===== config.mk =====
export PLATFORM = sky130hd
export DESIGN_NAME = pbc_power_budget_regs
export DESIGN_NICKNAME = d
export VERILOG_FILES = /design/src/design/pbc_pkg.sv /design/src/design/pbc_val_if.sv /design/src/design/pbc_value_store.sv /design/src/design/pbc_power_budget_regs.sv
export SDC_FILE = /design/constraint.sdc
export NUM_CORES = 1
export LEC_CHECK = 0
export BUFFER_PORTS_ARGS = -buffer_cell sky130_fd_sc_hd__buf_2
export CAP_MARGIN = 15
export CORE_MARGIN = 1
export CORE_UTILIZATION = 57
export CTS_BUF_LIST = sky130_fd_sc_hd__clkbuf_8
export CTS_CLUSTER_SIZE = 14
export DETAILED_ROUTE_END_ITERATION = 12
export PLACE_DENSITY = 0.89
export SLEW_MARGIN = 10
export SYNTH_ARGS = -nofsm -noshare
export SYNTH_HDL_FRONTEND = slang
export SYNTH_HIERARCHICAL = 1
export SYNTH_SLANG_ARGS = --single-unit

===== constraint.sdc =====
create_clock -name hclk -period 2.45 [get_ports hclk]
set_clock_uncertainty 0.2 [all_clocks]
set_input_delay 0.1225 -clock hclk [delete_from_list [all_inputs] [get_ports hclk]]
set_output_delay 0.1225 -clock hclk [all_outputs]
set_load 0.01 [all_outputs]

===== src/design/pbc_pkg.sv =====
// Purpose: shared constants for the power budget capability register bank
// Assumes: byte offsets within a 4 KB configuration window, word access only
// Notes:   values here are used by both design modules and the bench
package pbc_pkg;

  localparam int          PBC_AW           = 12;
  localparam int          PBC_DW           = 32;
  localparam int          PBC_NUM_VALUES   = 8;
  localparam int          PBC_IDX_W        = 3;

  // register byte offsets
  localparam logic [11:0] PBC_OFF_HDR      = 12'h0280;
  localparam logic [11:0] PBC_OFF_SEL      = 12'h0284;
  localparam logic [11:0] PBC_OFF_WINDOW   = 12'h0288;
  localparam logic [11:0] PBC_OFF_SYSALLOC = 12'h028C;
  localparam logic [11:0] PBC_OFF_VAL_BASE = 12'h0300;
  localparam logic [11:0] PBC_OFF_VAL_LAST = 12'h031C;
  localparam logic [11:0] PBC_OFF_SW_CTRL  = 12'h0404;

  // capability header fields
  localparam int          PBC_IDENT_LSB    = 0;
  localparam int          PBC_IDENT_W      = 16;
  localparam int          PBC_VERS_LSB     = 16;
  localparam int          PBC_VERS_W       = 4;
  localparam int          PBC_NEXT_LSB     = 20;
  localparam int          PBC_NEXT_W       = 12;

  // select, system allocated, switch control fields
  localparam int          PBC_SEL_W        = 8;
  localparam int          PBC_ALLOC_BIT    = 0;
  localparam int          PBC_REG_UNL_BIT  = 0;
  localparam int          PBC_VAL_UNL_BIT  = 1;

  // reset values
  localparam logic [15:0] PBC_IDENT_RST    = 16'h0000;
  localparam logic [3:0]  PBC_VERS_RST     = 4'h0;
  localparam logic [11:0] PBC_NEXT_RST     = 12'h000;
  localparam logic [7:0]  PBC_SEL_RST      = 8'h00;
  localparam logic [31:0] PBC_VAL_RST      = 32'h0000_0000;
  localparam logic [31:0] PBC_ZERO         = 32'h0000_0000;

  // bus answer
  localparam logic        PBC_RESP_OKAY    = 1'b0;

  typedef enum logic [0:0] {
    PBC_ST_IDLE = 1'b0,
    PBC_ST_RD   = 1'b1
  } pbc_bus_e;

endpackage : pbc_pkg


===== src/design/pbc_val_if.sv =====
// Purpose: carrier between the bus logic and the data value store
// Assumes: single clock, store reads are combinational
// Notes:   ctrl side drives writes and selects, store side answers
`timescale 1ns/1ps
interface pbc_val_if;
  logic        wr_en;
  logic [2:0]  wr_idx;
  logic [31:0] wr_data;
  logic        unlock;
  logic [7:0]  sel;
  logic [31:0] win_data;
  logic [2:0]  raw_idx;
  logic [31:0] raw_data;

  modport ctrl  (output wr_en, wr_idx, wr_data, unlock, sel, raw_idx,
                 input  win_data, raw_data);
  modport store (input  wr_en, wr_idx, wr_data, unlock, sel, raw_idx,
                 output win_data, raw_data);
endinterface : pbc_val_if


===== src/design/pbc_value_store.sv =====
// Purpose: eight sticky budget data values with a selectable window
// Assumes: cleared only by the fundamental reset
// Notes:   no non-fundamental reset reaches this module on purpose
`timescale 1ns/1ps
module pbc_value_store
  import pbc_pkg::*;
#(
  parameter int DEPTH = PBC_NUM_VALUES
)
(
  input  wire logic hclk,
  input  wire logic hresetn,
  pbc_val_if.store  vif
);

  logic [31:0] value_r [DEPTH];
  logic        wr_ok_w;
  logic        sel_hit_w;
  logic [31:0] cur_entry_w;

  assign wr_ok_w     = vif.wr_en & vif.unlock;
  assign sel_hit_w   = (vif.sel < 8'(DEPTH));
  assign vif.win_data = sel_hit_w ? value_r[vif.sel[2:0]]
                                  : PBC_ZERO;
  assign vif.raw_data = value_r[vif.raw_idx];
  assign cur_entry_w = value_r[vif.wr_idx];

  // fundamental reset only: the entries are sticky
  genvar gi;
  generate
    for (gi = 0; gi < DEPTH; gi++)
    begin : g_val
      always_ff @(posedge hclk or negedge hresetn)
      begin
        if (!hresetn)
          value_r[gi] <= PBC_VAL_RST;
        else if (wr_ok_w && vif.wr_idx == 3'(gi))
          value_r[gi] <= vif.wr_data;
      end
    end
  endgenerate
endmodule : pbc_value_store


===== src/design/pbc_power_budget_regs.sv =====
// Purpose: power budget capability registers behind an AHB-Lite slave
// Assumes: word transfers only, single master, hot_reset_n synchronous
// Notes:   reads take one wait state, writes none, response always OKAY
`timescale 1ns/1ps

module pbc_power_budget_regs
  import pbc_pkg::*;
(
  input  wire logic        hclk,
  input  wire logic        hresetn,
  input  wire logic        hot_reset_n,
  input  wire logic        hsel,
  input  wire logic [31:0] haddr,
  input  wire logic [1:0]  htrans,
  input  wire logic        hwrite,
  input  wire logic [2:0]  hsize,
  input  wire logic [31:0] hwdata,
  input  wire logic        hready,
  output logic      [31:0] hrdata,
  output logic             hreadyout,
  output logic             hresp,
  output logic             system_allocated_flag,
  output logic             budget_value_unlock
);

  pbc_val_if vif ();

  pbc_bus_e    st_r;
  pbc_bus_e    st_nxt;
  logic [11:0] addr_q_r;
  logic        wr_pend_r;
  logic [31:0] hrdata_r;
  logic        hreadyout_r;
  logic        hresp_r;

  logic [15:0] capability_identifier_r;
  logic [3:0]  capability_version_field_r;
  logic [11:0] next_capability_pointer_r;
  logic [7:0]  data_value_selector_r;
  logic        system_allocated_flag_r;
  logic        reg_unlock_r;
  logic        budget_value_unlock_r;

  logic        addr_ph_w;
  logic        rd_start_w;
  logic        wr_hdr_w;
  logic        wr_sel_w;
  logic        wr_alloc_w;
  logic        wr_ctrl_w;
  logic        val_hit_w;
  logic [31:0] hdr_w;
  logic [31:0] sw_ctrl_w;
  logic [31:0] rdata_w;
  logic [15:0] hdr_ident_w;
  logic [3:0]  hdr_version_w;
  logic [11:0] hdr_next_w;

  // hsize is not decoded: only whole words are ever issued
  assign addr_ph_w  = hsel & htrans[1] & hready;
  assign rd_start_w = addr_ph_w & ~hwrite;
  assign st_nxt     = rd_start_w ? PBC_ST_RD : PBC_ST_IDLE;

  // writes complete in the data phase that follows the address phase
  assign wr_hdr_w   = wr_pend_r & (addr_q_r == PBC_OFF_HDR) & reg_unlock_r;
  assign wr_sel_w   = wr_pend_r & (addr_q_r == PBC_OFF_SEL);
  assign wr_alloc_w = wr_pend_r & (addr_q_r == PBC_OFF_SYSALLOC)
                      & reg_unlock_r;
  assign wr_ctrl_w  = wr_pend_r & (addr_q_r == PBC_OFF_SW_CTRL);
  assign val_hit_w  = (addr_q_r >= PBC_OFF_VAL_BASE)
                      & (addr_q_r <= PBC_OFF_VAL_LAST);

  assign vif.wr_en   = wr_pend_r & val_hit_w;
  assign vif.wr_idx  = addr_q_r[4:2];
  assign vif.wr_data = hwdata;
  assign vif.unlock  = budget_value_unlock_r;
  assign vif.sel     = data_value_selector_r;
  assign vif.raw_idx = addr_q_r[4:2];

  assign hdr_w   = {next_capability_pointer_r,
                    capability_version_field_r,
                    capability_identifier_r};
  assign sw_ctrl_w = {30'h0000_0000, budget_value_unlock_r, reg_unlock_r};

  // header fields as written; only taken while the register unlock is set
  assign hdr_ident_w   = hwdata[PBC_IDENT_LSB +: PBC_IDENT_W];
  assign hdr_version_w = hwdata[PBC_VERS_LSB +: PBC_VERS_W];
  assign hdr_next_w    = hwdata[PBC_NEXT_LSB +: PBC_NEXT_W];

  // unmapped offsets and reserved bits read as zero
  assign rdata_w =
    (addr_q_r == PBC_OFF_HDR)      ? hdr_w :
    (addr_q_r == PBC_OFF_SEL)      ? {24'h00_0000, data_value_selector_r} :
    (addr_q_r == PBC_OFF_WINDOW)   ? vif.win_data :
    (addr_q_r == PBC_OFF_SYSALLOC) ? {31'h0000_0000,
                                      system_allocated_flag_r} :
    val_hit_w                      ? vif.raw_data :
    (addr_q_r == PBC_OFF_SW_CTRL)  ? sw_ctrl_w :
                                     PBC_ZERO;

  pbc_value_store #(
    .DEPTH   (PBC_NUM_VALUES)
  ) u_store (
    .hclk    (hclk),
    .hresetn (hresetn),
    .vif     (vif.store)
  );

  // bus pipeline: a read waits one cycle so that a write just ahead of it
  // has landed before the read data is captured
  always_ff @(posedge hclk or negedge hresetn)
  begin
    if (!hresetn)
    begin
      st_r        <= PBC_ST_IDLE;
      addr_q_r    <= 12'h000;
      wr_pend_r   <= 1'b0;
      hreadyout_r <= 1'b1;
      hresp_r     <= PBC_RESP_OKAY;
    end
    else
    begin
      st_r        <= st_nxt;
      wr_pend_r   <= addr_ph_w & hwrite;
      hreadyout_r <= ~rd_start_w;
      hresp_r     <= PBC_RESP_OKAY;
      if (addr_ph_w)
        addr_q_r <= haddr[11:0];
    end
  end

  always_ff @(posedge hclk or negedge hresetn)
  begin
    if (!hresetn)
      hrdata_r <= PBC_ZERO;
    else if (st_r == PBC_ST_RD)
      hrdata_r <= rdata_w;
  end

  // capability header, lock-protected by the register unlock bit
  always_ff @(posedge hclk or negedge hresetn)
  begin
    if (!hresetn)
    begin
      capability_identifier_r    <= PBC_IDENT_RST;
      capability_version_field_r <= PBC_VERS_RST;
      next_capability_pointer_r  <= PBC_NEXT_RST;
    end
    else if (!hot_reset_n)
    begin
      capability_identifier_r    <= PBC_IDENT_RST;
      capability_version_field_r <= PBC_VERS_RST;
      next_capability_pointer_r  <= PBC_NEXT_RST;
    end
    else if (wr_hdr_w)
    begin
      capability_identifier_r    <= hdr_ident_w;
      capability_version_field_r <= hdr_version_w;
      next_capability_pointer_r  <= hdr_next_w;
    end
  end

  // selector, system allocated flag and switch control bits
  always_ff @(posedge hclk or negedge hresetn)
  begin
    if (!hresetn)
    begin
      data_value_selector_r   <= PBC_SEL_RST;
      system_allocated_flag_r <= 1'b0;
      reg_unlock_r            <= 1'b0;
      budget_value_unlock_r   <= 1'b0;
    end
    else if (!hot_reset_n)
    begin
      data_value_selector_r   <= PBC_SEL_RST;
      system_allocated_flag_r <= 1'b0;
      reg_unlock_r            <= 1'b0;
      budget_value_unlock_r   <= 1'b0;
    end
    else
    begin
      if (wr_sel_w)
        data_value_selector_r <= hwdata[PBC_SEL_W-1:0];
      if (wr_alloc_w)
        system_allocated_flag_r <= hwdata[PBC_ALLOC_BIT];
      if (wr_ctrl_w)
      begin
        reg_unlock_r          <= hwdata[PBC_REG_UNL_BIT];
        budget_value_unlock_r <= hwdata[PBC_VAL_UNL_BIT];
      end
    end
  end

  assign hrdata                = hrdata_r;
  assign hreadyout             = hreadyout_r;
  assign hresp                 = hresp_r;
  assign system_allocated_flag = system_allocated_flag_r;
  assign budget_value_unlock   = budget_value_unlock_r;
endmodule : pbc_power_budget_regs


# Yosys cells after proc, flatten, opt, wreduce, memory -nomap -nowiden

Cells that the tools add are included.

Register bits: 346
Input port bits: 75
Word-level logic and storage cells: 95
Output and inout port bits: 36

Reductions and logical operators: 9
Magnitude comparators: 5
Muxes and demuxes: 28
Bitwise logic cells: 17
Equality and inequality tests: 16

Operators by type and width:

| cell                                                              | count |
|---|---|
| two-way mux 32 bit                                                | 10 |
| binary-select mux 32 bit (select 3 bit)                           | 2 |
| == test 12 x 10 -> 1 bit (second input constant)                  | 4 |
| two-way mux 16 bit                                                | 2 |
| two-way mux 12 bit                                                | 2 |
| two-way mux 8 bit                                                 | 2 |
| bitwise AND 1 bit                                                 | 13 |
| == test 12 x 11 -> 1 bit (second input constant)                  | 1 |
| == test 3 bit (second input constant)                             | 4 |
| >= comparator 12 x 10 -> 1 bit (second input constant)            | 1 |
| less-or-equal comparator 12 x 10 -> 1 bit (second input constant) | 1 |
| >= comparator 4 bit (second input constant)                       | 2 |
| logical AND 1 bit                                                 | 8 |
| less-than comparator 8 x 4 -> 1 bit (second input constant)       | 1 |
| two-way mux 4 bit                                                 | 2 |
| != test 2 x 1 -> 1 bit (second input constant)                    | 4 |
| inverter 3 -> 4 bit                                               | 2 |
| two-way mux 1 bit                                                 | 7 |
| == test 3 x 2 -> 1 bit (second input constant)                    | 2 |
| == test 3 x 1 -> 1 bit (second input constant)                    | 1 |
| zero test 3 bit                                                   | 1 |
| two-way mux 2 bit                                                 | 1 |
| inverter 1 bit                                                    | 2 |

# Depth between registers and ports, before layout

Depth after elaboration: 9
Gate-level depth with buffers: 9
Depth with buffers taken out: 7

# Modules after synthesis

Netlist, hierarchy kept.

Modules (own cells, without submodules):

| module                | instances | area each (sq um) | cells an instance | seq. area each (sq um) |
|---|---|---|---|---|
| pbc_value_store       | 1         | 13213.9           | 785               | 6406.1 |
| pbc_power_budget_regs | 1         | 4528.1            | 469               | 2253.4 |

# Least setup slack after synthesis

OpenSTA, ideal clock, no wires.

Path kind: register to register
Start: register addr_q_r[5]
End: register u_store/value_r[102] in the netlist's numbering
Slack: -0.197 ns
Setup time: 0.128 ns
Arrival: 2.319 ns
Cell stages (with the launch flop): 8
Path buffers: 2
Clock period less this slack: 2.647 ns
Required time: 2.122 ns
Path through: dfrtp_1 or4b_1 nor4_1 nand3_1 or3_1 clkbuf_1 buf_2 mux2_1

Word-level cells in the longest chain between the ends: 5
Elaborated cells between the ends (all ways): 6
Classes of those cells: 2 x order compare; 3 x bitwise; 1 x reduce/logical

RTL lines:

| what                                                                                        | RTL line                                                 | text |
|---|---|---|
| from (decl)                                                                                 | pbc_power_budget_regs.sv:30                              | `logic [11:0] addr_q_r;` |
| from (signal assigned)                                                                      | pbc_power_budget_regs.sv:127                             | `addr_q_r <= haddr[11:0];` |
| >= comparator 12 x 10 -> 1 bit or less-or-equal comparator 12 x 10 -> 1 bit (tied branches) | pbc_power_budget_regs.sv:69, pbc_power_budget_regs.sv:70 |  |
| bitwise AND 1 bit *                                                                         | pbc_power_budget_regs.sv:70                              | `& (addr_q_r <= PBC_OFF_VAL_LAST);` |
| bitwise AND 1 bit *                                                                         | pbc_power_budget_regs.sv:72                              | `assign vif.wr_en = wr_pend_r & val_hit_w;` |
| via vif.wr_en                                                                               | pbc_val_if.sv:6                                          | `logic wr_en;` |
| bitwise AND 1 bit *                                                                         | pbc_value_store.sv:21                                    | `assign wr_ok_w = vif.wr_en & vif.unlock;` |
| logical AND 1 bit *                                                                         | pbc_value_store.sv:37                                    | `else if (wr_ok_w && vif.wr_idx == 3'(gi))` |
| to (signal, indexed assignment)                                                             | pbc_value_store.sv:38                                    | `value_r[gi] <= vif.wr_data;` |
| to (decl)                                                                                   | pbc_value_store.sv:16                                    | `logic [31:0] value_r [DEPTH];` |

Mark *: on every way through the listed nets, which the timed path passes. The rest lies on a longest branch.
A chain may end at the register's enable or synchronous reset.

# Final worst setup path

Start: register addr_q_r[7]
End: register u_store/value_r[177] in the netlist's numbering

Same word-level chain as after synthesis.

==> run summary <==
Status = complete, but fails checks
Failing checks = setup timing
Max Root-Sink Buffers = 3
Synth Flop Type = dfrtp_1
Worst setup EP type = register
WL per Instance = 34.94 µm
Max_cap viols = 0
Final GP Congestion = 0.8615
Floorplan die height = 178.4 µm
Largest net degree at the start of global routing = 78
Clk_lat worst skew = 0.62 ns
Post-synth ARST share = 1.000
RSZ-0062 raised after global routing = yes
Critical Path Source Type = register
Commonest non-fill, non-tap cell in the layout = dfrtp_1
Sw Share = 0.2857
Max Slew Vio Count = 0
Syn_nets = 1329
TritonCTS Buffers = 56
GRT Total Usage = 0.3632
DRT iter0 DRCs = 2305
Worst slew pin tran = 0.8902 ns
Vias per cell = 7.634
Row cnt = 64
Setup violators final = 283
Synth Cell Area = 17740 µm²
FMAX = 0.3495 GHz
Port Buffers = 85
I/O pin count = 111
Clock-pin slew on the worst setup and hold paths = 0.08 ns
# H-tree levels = 2
Crit path arrival time = 3.13 ns
Crit path kind = register to register
Maximum VDD drop = 0.5561 mV
Type of the most critical hold path = primary input to register
Area leader, netlist = dfrtp_1
Yosys reg bits = 346
Die ar. = 31840 µm²
Synth unique cells = 54
CTS tree = done
Slowest CP cell = or4b_4
NetSw = 0.003903 W
Via count = 14687
Global-route wire length before repair = 86360 µm
PD cells = 590.4 nW/µm²
Num Clock Sinks = 346
Worst relative slew slack = 0.4066
Syn Area/Cell = 14.15 µm²
Top post-synthesis cells by area = dfrtp_1, mux2_2, mux4_2, a21oi_1, a22o_1
Final min period = 2.861 ns
DRC = 0
Clock root buffer = clkbuf_8
Area Growth Syn to Fin = 30.43%
DP Wirelength = 29000 µm
Pre-Repair DR Iteration Count = 9
Core area = 30590 µm²
Vias in the first global route = 14836
Register share of total power = 0.443
Post-Synthesis Cells = 1254
Nets = 1560
YS warnings = 6
Grt ovf = 0
EDFF count, synth = 0
Setup TNS = -68.46 ns
Clock power frac = 0.399
Initial antenna violation count = 2
CP peak stage delay = 0.58 ns
Leak = 10.10 nW
Top cell type's share of synthesized area = 0.4866
Final setup margin = -0.4111 ns
Combinational power share = 0.159
CP Data Required Time = 2.72 ns
Final Hold Viols = 0
Final Cell Area = 23140 µm²
Final period utilization = 1.168
Initial Util = 0.5800
Internal = 0.009760 W
Layout cell share with drive strength beyond 1 = 0.5515
Most used cell, CP = buf_12
Critical-path cell list = or4b_4 -> nor4_4 -> nand3b_1 -> buf_6 -> nor2_4 -> buf_12 -> buf_12 -> mux2_4
Drt total wl = 67230 µm
Hold_ws = 0.09846 ns
Critical path fanouts, max = 8
Most frequent cells in the layout = dfrtp_1, mux2_4, mux2_2, mux4_2, buf_2
ANT nets after route = 0
Die W = 178.4 µm
Dpl cell area = 19500 µm²
Seq/Total Area, Yosys = 0.4881
-- per-layer routing --
metal  up-vias  share of wire  track usage  routed length, µm
li1       5303              -            -                  -
met1      7272           0.33       0.4603              22430
met2      1579           0.44       0.5633              29850
met3       529           0.14      0.09335               9248
met4         4          0.084       0.2203               5642
met5         -        0.00074            0                 50
-- Yosys cell counts, types with 2 or more instances --
cell type and count:
dfrtp_1 345, mux2_2 317, mux4_2 128, a21oi_1 67, clkbuf_1 53, buf_2 48
nand3_1 48, nor2_1 40, a22o_1 32, a22oi_1 30, o21ai_1 27, o21ai_0 26
inv_1 17, mux2_1 8, nand2b_1 5, o32ai_1 5, buf_6 4, nand2_1 4
nor4_1 4, nand4_1 3, buf_1 2, mux2i_1 2, nand3b_1 2, nor3_1 2
nor3_2 2, nor4_4 2, or3_1 2, or4_1 2, or4b_1 2
-- sequential cells by signal, indices dropped and copies added, names as in the netlist --
register	flops
next_capability_pointer_r	12
st_r	1
system_allocated_flag	1
capability_identifier_r	16
u_store/value_r	256
capability_version_field_r	4
budget_value_unlock	1
hreadyout	1
data_value_selector_r	8
reg_unlock_r	1
wr_pend_r	1
addr_q_r	12
hrdata	32
-- critical path: cells and delay by family (launching register included) --
family	cells	cell delay (ns)
buf+inv	3	0.54
simple gates	4	1.18
mux	1	0.38
flops	1	0.40
-- cell type report --
type	instances	area [µm²]
antenna	3	7.507
clock buffer	70	963.4
clock inverter	28	201.4
fill	1558	7448
inverter	18	67.56
multi-input combinational	782	9577
sequential	346	8675
tap	396	495.5
timing repair buffer	281	3154
-- repair_timing --
action,in CTS,in global routing
gates resized for setup,73,242
setup buffers,21,21
gates cloned,9,12
endpoints found under the setup margin,273,289
pin swaps,9,76
hold endpoints to repair,659,0
hold buffers,48,0
-- per-stage QoR --
step	cells	total power [W]	util	setup WS [ns]
floorplan	1254	0.007193	-	-0.006243
global placement	1723	0.007882	0.6376	-0.1237
detailed placement	1723	0.007942	0.6376	-0.1677
CTS	1899	0.01321	0.7156	-0.1360
global route	1921	0.01399	0.7563	-0.5213
finish	1924	0.01366	0.7565	-0.4111
-- path summary, 6_finish.rpt --
check,startpoint,to,slack [ns],cells after the start
max in group asynchronous,hresetn,hreadyout,0.75,4
min in group asynchronous,hresetn,capability_identifier_r[2],0.43,3
min reg2reg,capability_identifier_r[1],hrdata[1],0.31,2
max,addr_q_r[7],u_store/value_r[177],-0.41,8
min,haddr[0],addr_q_r[0],0.1,3
max reg2reg,addr_q_r[7],u_store/value_r[177],-0.41,8
-- power groups by stage --
stage | combinational [W] | sequential (W) | clock (W)
2_1_floorplan | 0.00106 | 0.00613 | 0
4_1_cts | 0.00194 | 0.00602 | 0.00526
3_3_place_gp | 0.00177 | 0.00611 | 0
3_5_place_dp | 0.00182 | 0.00612 | 0
6_report | 0.00217 | 0.00605 | 0.00545
5_1_grt | 0.00226 | 0.00606 | 0.00567
-- cell families after synthesis --
group	share of synthesized area
muxes	0.3699
DFF	0.4881
AOI/OAI and AO/OA	0.06911
and+or+nand+nor	0.04076
buffers and inverters	0.03195
other	0.0002114
Note: power is estimated with default switching activity, not from simulation.
